`config.mk`:
```
export PLATFORM = sky130hd
export DESIGN_NAME = cja_core
export DESIGN_NICKNAME = d
export VERILOG_FILES = /design/src/hdl/cja_pkg.sv /design/src/hdl/cja_mem_if.sv /design/src/hdl/cja_adder.sv /design/src/hdl/cja_core.sv
export SDC_FILE = /design/constraint.sdc
export NUM_CORES = 1
export LEC_CHECK = 0
export ABC_AREA = 0
export ABC_CLOCK_PERIOD_IN_PS = 14390
export BUFFER_PORTS_ARGS = -buffer_cell sky130_fd_sc_hd__buf_2
export CORE_MARGIN = 2
export CORE_UTILIZATION = 39
export DETAILED_ROUTE_END_ITERATION = 10
export GPL_ROUTABILITY_DRIVEN = 0
export GPL_TIMING_DRIVEN = 0
export PLACE_DENSITY = 0.71
export SYNTH_ARGS = -nofsm -noshare
export SYNTH_HDL_FRONTEND = slang
export SYNTH_SLANG_ARGS = --single-unit
```
`constraint.sdc`:
```
create_clock -name clk -period 14.39 [get_ports clk]
set_clock_uncertainty 0.05 [all_clocks]
set_input_delay 2.878 -clock clk [delete_from_list [all_inputs] [get_ports clk]]
set_output_delay 2.878 -clock clk [all_outputs]
set_load 0.01 [all_outputs]
```
`src/hdl/cja_pkg.sv`:
```
// Constants for the call/jump/add/and execution block.
// Assumes one machine cycle per clk and byte-wide memories.
package cja_pkg;
	// ======================================================
	// Opcodes and masks
	localparam logic [7:0] OP_ADD_REG   = 8'h28;
	localparam logic [7:0] OP_ADD_DIR   = 8'h25;
	localparam logic [7:0] OP_ADD_IND   = 8'h26;
	localparam logic [7:0] OP_ADD_IMM   = 8'h24;
	localparam logic [7:0] OP_ADD_WITH_CARRY_REG  = 8'h38;
	localparam logic [7:0] OP_ADD_WITH_CARRY_DIR  = 8'h35;
	localparam logic [7:0] OP_ADD_WITH_CARRY_IND  = 8'h36;
	localparam logic [7:0] OP_ADD_WITH_CARRY_IMM  = 8'h34;
	localparam logic [7:0] OP_AND_REG   = 8'h58;
	localparam logic [7:0] OP_AND_DIR   = 8'h55;
	localparam logic [7:0] OP_AND_IND   = 8'h56;
	localparam logic [7:0] OP_AND_IMM   = 8'h54;
	localparam logic [7:0] OP_AND_DIRA  = 8'h52;
	localparam logic [7:0] OP_AND_DIRI  = 8'h53;
	localparam logic [7:0] OP_ANDC_BIT  = 8'h82;
	localparam logic [7:0] OP_ANDC_NBIT = 8'hb0;
	localparam logic [4:0] OP_ABSOLUTE_CALL_LO  = 5'h11;
	localparam logic [4:0] OP_ABSOLUTE_JUMP_LO   = 5'h01;
	// ======================================================
	// Reset values and lowest port address
	localparam logic [15:0] PC_RESET = 16'h0000;
	localparam logic [7:0]  SP_RESET = 8'h07;
	localparam logic [7:0]  PORT_LO  = 8'h80;
	// ======================================================
	// Data-memory request kinds
	typedef enum logic [1:0] {
		MEM_RD_IDLE = 2'h0,
		MEM_RD_BYTE = 2'h1,
		MEM_RD_BIT  = 2'h2
	} cja_rd_type;
endpackage : cja_pkg

```
`src/hdl/cja_mem_if.sv`:
```
// Operand and flag bundle between decoder and adder.
// Assumes the adder answers combinationally.
`timescale 1ns/1ps
`default_nettype none
interface cja_alu_if;
	logic [7:0] a;
	logic [7:0] b;
	logic       cin;
	logic [7:0] sum;
	logic       cy;
	logic       ac;
	logic       ov;
	modport core (output a, b, cin, input sum, cy, ac, ov);
	modport alu  (input a, b, cin, output sum, cy, ac, ov);
endinterface : cja_alu_if
`default_nettype wire

```
`src/hdl/cja_adder.sv`:
```
// Byte adder with carry, auxiliary carry and overflow.
// Assumes the caller zeroes cin for plain addition.
`timescale 1ns/1ps
`default_nettype none
module cja_adder
	import cja_pkg::*;
(
	cja_alu_if.alu  bus
);
	logic [4:0] lo;
	logic [3:0] mid;
	logic [1:0] hi;
	// ======================================================
	// Split sum to expose carries out of bits 3, 6 and 7
	always_comb
	begin
		lo  = {1'b0, bus.a[3:0]} + {1'b0, bus.b[3:0]} + {4'h0, bus.cin};
		mid = {1'b0, bus.a[6:4]} + {1'b0, bus.b[6:4]} + {3'h0, lo[4]};
		hi  = {1'b0, bus.a[7]} + {1'b0, bus.b[7]} + {1'b0, mid[3]};
		bus.sum = {hi[0], mid[2:0], lo[3:0]};
		bus.cy  = hi[1];
		bus.ac  = lo[4];
		bus.ov  = hi[1] ^ mid[3];
	end
endmodule : cja_adder
`default_nettype wire

```
`src/hdl/cja_core.sv`:
```
// Executes absolute call/jump, add, add-with-carry and AND forms.
// Assumes program and data memories answer combinationally.
`timescale 1ns/1ps
`default_nettype none
module cja_core
	import cja_pkg::*;
(
	input  wire logic        clk,
	input  wire logic        nrst,
	output logic [15:0]      progAddr,
	input  wire logic [7:0]  progData,
	output logic [7:0]       dataRdAddr,
	input  wire logic [7:0]  dataRdByte,
	input  wire logic [7:0]  latchRdByte,
	output logic             bitRd,
	output logic [7:0]       dataWrAddr,
	output logic [7:0]       dataWrByte,
	output logic             dataWr,
	input  wire logic [7:0]  regFile [8],
	output logic [7:0]       acc,
	output logic             carry,
	output logic             auxiliary_carry_flag,
	output logic             overflow_flag,
	output logic [7:0]       stack_pointer,
	output logic [15:0]      program_counter,
	output logic             badOpcode
);
	typedef enum logic [4:0] {
		ST_FETCH = 5'b00001,
		ST_ARG1  = 5'b00010,
		ST_ARG2  = 5'b00100,
		ST_PUSH  = 5'b01000,
		ST_EXEC  = 5'b10000
	} cja_state_type;

	cja_state_type state;
	logic [7:0]    opcode;
	logic [7:0]    arg1;
	logic [15:0]   retAddr;
	cja_alu_if     alu ();

	cja_adder u_adder (.bus(alu));

	logic       isAdd;
	logic       isAddc;
	logic       isAndAcc;
	logic       useLatch;
	logic [7:0] srcByte;
	logic [7:0] andDirByte;
	logic       srcBit;
	logic       argCount;

	// ======================================================
	// Operand selection
	always_comb
	begin
		isAdd  = opcode inside {OP_ADD_DIR, OP_ADD_IMM, OP_ADD_IND,
			OP_ADD_IND + 8'h01} || opcode[7:3] == OP_ADD_REG[7:3];
		isAddc = opcode inside {OP_ADD_WITH_CARRY_DIR, OP_ADD_WITH_CARRY_IMM, OP_ADD_WITH_CARRY_IND,
			OP_ADD_WITH_CARRY_IND + 8'h01} || opcode[7:3] == OP_ADD_WITH_CARRY_REG[7:3];
		isAndAcc = opcode inside {OP_AND_DIR, OP_AND_IMM, OP_AND_IND,
			OP_AND_IND + 8'h01} || opcode[7:3] == OP_AND_REG[7:3];
		srcByte = dataRdByte;
		if (opcode[3])
			srcByte = regFile[opcode[2:0]];
		else if (opcode[2:0] == 3'h4)
			srcByte = arg1;
		// Ports read back their latch on read-modify-write
		useLatch   = arg1 >= PORT_LO;
		andDirByte = useLatch ? latchRdByte : dataRdByte;
		srcBit     = (opcode == OP_ANDC_NBIT) ? ~dataRdByte[0]
			: dataRdByte[0];
		argCount = opcode inside {OP_ADD_DIR, OP_ADD_IMM, OP_ADD_WITH_CARRY_DIR,
			OP_ADD_WITH_CARRY_IMM, OP_AND_DIR, OP_AND_IMM, OP_AND_DIRA,
			OP_AND_DIRI, OP_ANDC_BIT, OP_ANDC_NBIT}
			|| opcode[4:0] == OP_ABSOLUTE_CALL_LO || opcode[4:0] == OP_ABSOLUTE_JUMP_LO;
		alu.a   = acc;
		alu.b   = srcByte;
		alu.cin = isAddc & carry;
	end

	// ======================================================
	// Memory addressing
	assign progAddr = program_counter;

	// Registered so the read ports leave flops; a pointer
	// register written by the previous op has landed by now
	always_ff @(posedge clk or negedge nrst)
	begin
		if (!nrst)
		begin
			bitRd      <= 1'b0;
			dataRdAddr <= 8'h00;
		end
		else
		begin
			if (state == ST_FETCH)
				bitRd <= progData == OP_ANDC_BIT
					|| progData == OP_ANDC_NBIT;
			if (state == ST_ARG1 && opcode[2:1] == 2'b11 && !opcode[3])
				dataRdAddr <= regFile[{2'b00, opcode[0]}];
			else if (state == ST_ARG1 && argCount)
				dataRdAddr <= progData;
		end
	end

	// ======================================================
	// Sequencer, counter and stack
	always_ff @(posedge clk or negedge nrst)
	begin
		if (!nrst)
		begin
			state           <= ST_FETCH;
			opcode          <= 8'h00;
			arg1            <= 8'h00;
			retAddr         <= PC_RESET;
			program_counter <= PC_RESET;
			stack_pointer   <= SP_RESET;
			dataWr          <= 1'b0;
			dataWrAddr      <= 8'h00;
			dataWrByte      <= 8'h00;
			badOpcode       <= 1'b0;
		end
		else
		begin
			dataWr    <= 1'b0;
			badOpcode <= 1'b0;
			unique case (state)
				ST_FETCH:
				begin
					opcode          <= progData;
					program_counter <= program_counter + 16'h0001;
					state           <= ST_ARG1;
				end
				ST_ARG1:
				begin
					if (argCount)
					begin
						arg1            <= progData;
						program_counter <= program_counter + 16'h0001;
					end
					state <= (opcode == OP_AND_DIRI) ? ST_ARG2 : ST_EXEC;
				end
				ST_ARG2:
				begin
					// Immediate mask of the three-byte direct AND
					dataWrByte      <= progData;
					program_counter <= program_counter + 16'h0001;
					state           <= ST_EXEC;
				end
				ST_EXEC:
				begin
					state <= ST_FETCH;
					if (opcode[4:0] == OP_ABSOLUTE_CALL_LO)
					begin
						retAddr       <= program_counter;
						stack_pointer <= stack_pointer + 8'h01;
						dataWrAddr    <= stack_pointer + 8'h01;
						dataWrByte    <= program_counter[7:0];
						dataWr        <= 1'b1;
						program_counter <= {program_counter[15:11],
							opcode[7:5], arg1};
						state <= ST_PUSH;
					end
					else if (opcode[4:0] == OP_ABSOLUTE_JUMP_LO)
						program_counter <= {program_counter[15:11],
							opcode[7:5], arg1};
					else if (opcode == OP_AND_DIRA)
					begin
						dataWrAddr <= arg1;
						dataWrByte <= andDirByte & acc;
						dataWr     <= 1'b1;
					end
					else if (opcode == OP_AND_DIRI)
					begin
						dataWrAddr <= arg1;
						dataWrByte <= andDirByte & dataWrByte;
						dataWr     <= 1'b1;
					end
					else if (!(isAdd || isAddc || isAndAcc || bitRd))
						badOpcode <= 1'b1;
				end
				ST_PUSH:
				begin
					stack_pointer <= stack_pointer + 8'h01;
					dataWrAddr    <= stack_pointer + 8'h01;
					dataWrByte    <= retAddr[15:8];
					dataWr        <= 1'b1;
					state         <= ST_FETCH;
				end
			endcase
		end
	end

	// ======================================================
	// Accumulator and flags
	always_ff @(posedge clk or negedge nrst)
	begin
		if (!nrst)
		begin
			acc                  <= 8'h00;
			carry                <= 1'b0;
			auxiliary_carry_flag <= 1'b0;
			overflow_flag        <= 1'b0;
		end
		else if (state == ST_EXEC)
		begin
			if (isAdd || isAddc)
			begin
				acc                  <= alu.sum;
				carry                <= alu.cy;
				auxiliary_carry_flag <= alu.ac;
				overflow_flag        <= alu.ov;
			end
			else if (isAndAcc)
				acc <= acc & srcByte;
			else if (bitRd && !srcBit)
				carry <= 1'b0;
		end
	end
endmodule : cja_core
`default_nettype wire

```
==> metrics.txt <==
Chip Width around 130 µm; Fill cells ~1,400; Vias between 5,000 and 6,000; Clock transition at path regs about 0.070 ns; average cell area after synthesis just over 10 µm²; Synth Area in Adders 0.0358; Max VDD drop 0.0614 mV; drt wl/cell between 15 and 20 µm; Internal Pwr Total 0.698 mW; endpoints failing setup 0; vias in the first global route between 5,000 and 6,000; crit end category register; Leakage between 3 and 4 nW; Yosys warnings 0; Site Rows between 40 and 50; CP Data Arrival Time 6.76 ns; total net switching power ~0.45 mW; pin count of the biggest net entering global routing 56; first-pass GRT wire length about 28,000 µm; initial antenna violation count 0; GRT Total Usage 0.223; drt drc 0; flop and latch count out of synthesis between 90 and 100; placed cell area slightly above 7000 µm²; height of the die approximately 130 µm; global route overflow 0; min-delay src dataWrAddr[6]$_DFFE_PN0P_; largest incremental delay on the critical path 0.48 ns; slew margin rel. 0.284; CP startpoint regFile[0]; xor-xnor portion of the synthesized cell area 0.0381; total of max-cap violations 0; starting density of the core 0.395; cell chain of the critical path buf_2 -> mux4_2 -> mux2i_1 -> a21oi_1 -> fa_1 -> fa_1 -> a21o_1 -> a21o_1 -> fa_1 -> a21o_1 -> a21o_1 -> fa_1 -> xor2_1 -> mux2_2; WL final 18,400 µm; post-synthesis compound-gate area fraction 0.174; top cells by area, synth dfrtp_1, mux2i_1, mux2_2; CTS tree yes; Min-Delay Path Class register to register; CTS Sinks between 90 and 100; status finished clean; RSZ-0062 raised after global routing no; DP Wirelength 14,100 µm; fmax around 150 MHz; fin crit period approximately 6.6 ns; Port Buffers between 150 and 200; area share of the largest cell type after synthesis 0.367; Setup TNS 0 ns; Pwr per Cell Area 156 nW/µm²; clock buffer depth 2; Critical Path RT 14.59 ns; CTS buffer count 9; Layout Nets 871; Post-Syn Area 5940 µm²; final hold vios 0; CP max-delay cell mux4_2; Worst setup SP type primary input; ys async rst share 1.00; Layout area overhead 23.3%; placed insts 944; Gate Count Post-Synth about 590; IO Pins approximately 170; post-route ant nets 0; # diodes 0; final instance area between 7000 and 8000 µm²; commonest cells after routing, fill and taps aside buf_2, dfrtp_1, mux2i_1, nor2_1, nand2_1; htree depth 3; Top FF cell, synth dfrtp_1; Post-synth EDFFs 0; Initial DRT Pass Iterations 5; hold_buf cts 0; Iter 0 DRT Violations 459; Simple-Gate Fraction of Synth Area 0.136; Via density between 5 and 6; CTS root buf clkbuf_16; worst r2r src opcode[0]$_DFFE_PN0P_; most common cell after layout, fill and taps aside buf_2; post-synthesis mux area share 0.175; worst-margin pin slew 1.07 ns; die area 16,200 µm²; Yosys cell types slightly above 60; Core Area between 15,000 and 20,000 µm²; post-CTS sizing 0; Max FO, Critical Path 2; Clk network pwr share 0.200; Worst-Skew Late Latency 0.35 ns; Post-CTS Setup Inserts 0; sequential area share after synthesis 0.384; Seq pwr share 0.393; switching portion of total power 0.390; Final Cycle Share 0.456; post-route insts no fill 960; Comb pwr share 0.407; Synth Net Count about 690; Max Transition Viols Final 0; largest family of logic cells by synthesized area multiplexers; share of cells above drive strength 1 0.352; Synth area leader dfrtp_1; kind of critical path primary input to register
[synth_stat cells (2+ instances only)]
master,number
a2111oi_2,2
a211oi_1,12
a211oi_2,2
a21o_1,7
a21oi_1,28
a221o_1,15
a221oi_1,2
a2bb2oi_1,3
a31oi_1,8
and2_1,2
and3_1,8
buf_1,4
buf_2,14
buf_4,17
clkbuf_1,15
dfrtp_1,87
dfstp_2,4
fa_1,5
ha_1,9
inv_1,15
mux2_2,31
mux2i_1,51
mux4_2,8
nand2_1,41
nand2b_1,4
nand3_1,14
nand3b_1,4
nor2_1,42
nor2b_1,10
nor3_1,20
nor3b_2,2
o21a_1,2
o21ai_0,25
o21ai_1,8
o221ai_1,8
o22a_1,4
o22ai_1,4
o2bb2ai_1,2
o31a_1,2
or3_1,3
xnor2_1,11
xor2_1,13
[kinds of logic (layout without fill, tap and decap cells)]
family          after synthesis  count (layout)
compound gates              143             143
fa+ha+maj                    14              14
simple gates                159             159
mux                          90              90
flops                        91              91
buf+inv                      66             250
xor+xnor                     25              25
[registers in the layout (all words and copies together) (netlist names), 5 cells and up]
register / count
arg1: 8
stack_pointer: 8
progAddr: 16
dataWrByte: 8
retAddr: 8
dataRdAddr: 8
opcode: 8
state: 5
dataWrAddr: 8
acc: 8
[through the flow]
step / hold WS [ns] / setup WS, ns / total power [mW] / utilization
floorplan: 0.431 / 7.85 / 0.719 / -
global placement: 0.420 / 7.51 / 0.907 / 0.466
detailed placement: 0.424 / 7.47 / 0.919 / 0.468
CTS: 0.438 / 7.83 / 1.15 / 0.487
global route: 0.459 / 7.68 / 1.22 / 0.487
finish: 0.434 / 7.82 / 1.15 / 0.487
[final timing paths]
check | slack, ns | end | cells after the start
max | 7.82 | overflow_flag$_DFFE_PN0P_ | 14
min | 0.43 | dataWrAddr[6]$_DFFE_PN0P_ | 2
max in group asynchronous | 11.15 | stack_pointer[0]$_DFFE_PN1P_ | 2
min in group asynchronous | 2.45 | retAddr[12]$_DFFE_PN0P_ | 1
min reg2reg | 0.43 | dataWrAddr[6]$_DFFE_PN0P_ | 2
max reg2reg | 8.96 | overflow_flag$_DFFE_PN0P_ | 18
[power groups by stage]
| stage | registers, mW | clock network, mW | logic (mW) |
|---|---|---|---|
| 2_1_floorplan | 0.440 | 0 | 0.279 |
| 6_report | 0.450 | 0.229 | 0.466 |
| 3_5_place_dp | 0.452 | 0 | 0.467 |
| 5_1_grt | 0.460 | 0.244 | 0.516 |
| 4_1_cts | 0.448 | 0.234 | 0.469 |
| 3_3_place_gp | 0.450 | 0 | 0.457 |
[per-layer routing]
| layer | share of wire | routed length, µm | vias up | global-route usage |
|---|---|---|---|---|
| met5 | 0 | 0 | - | 0 |
| met4 | 0.017 | 316 | 0 | 0.0614 |
| met3 | 0.073 | 1340 | 31 | 0.0406 |
| met2 | 0.47 | 8750 | 254 | 0.376 |
| met1 | 0.44 | 8020 | 2567 | 0.297 |
| li1 | - | - | 2515 | - |
[cell type report]
| cell class | instances | area [µm²] | area share |
|---|---|---|---|
| plain buffers | 51 | 280 | 0.0383 |
| clock buffers | 15 | 278 | 0.0379 |
| clock inverters | 1 | 7.51 | 0.00102 |
| inverters | 15 | 56.3 | 0.00769 |
| multi-input cells | 431 | 3320 | 0.453 |
| flip-flops and latches | 91 | 2280 | 0.312 |
| well taps | 188 | 235 | 0.0321 |
| repair buffers | 168 | 866 | 0.118 |
[worst max-delay path, delay by kind of cell]
family / cells / cell delay [ns]
compound gates: 5 / 0.95
xor+xnor: 1 / 0.17
fa+ha+maj: 4 / 1.74
buf+inv: 1 / 0.10
mux: 3 / 0.90
Power figures use the tool's default switching activity.
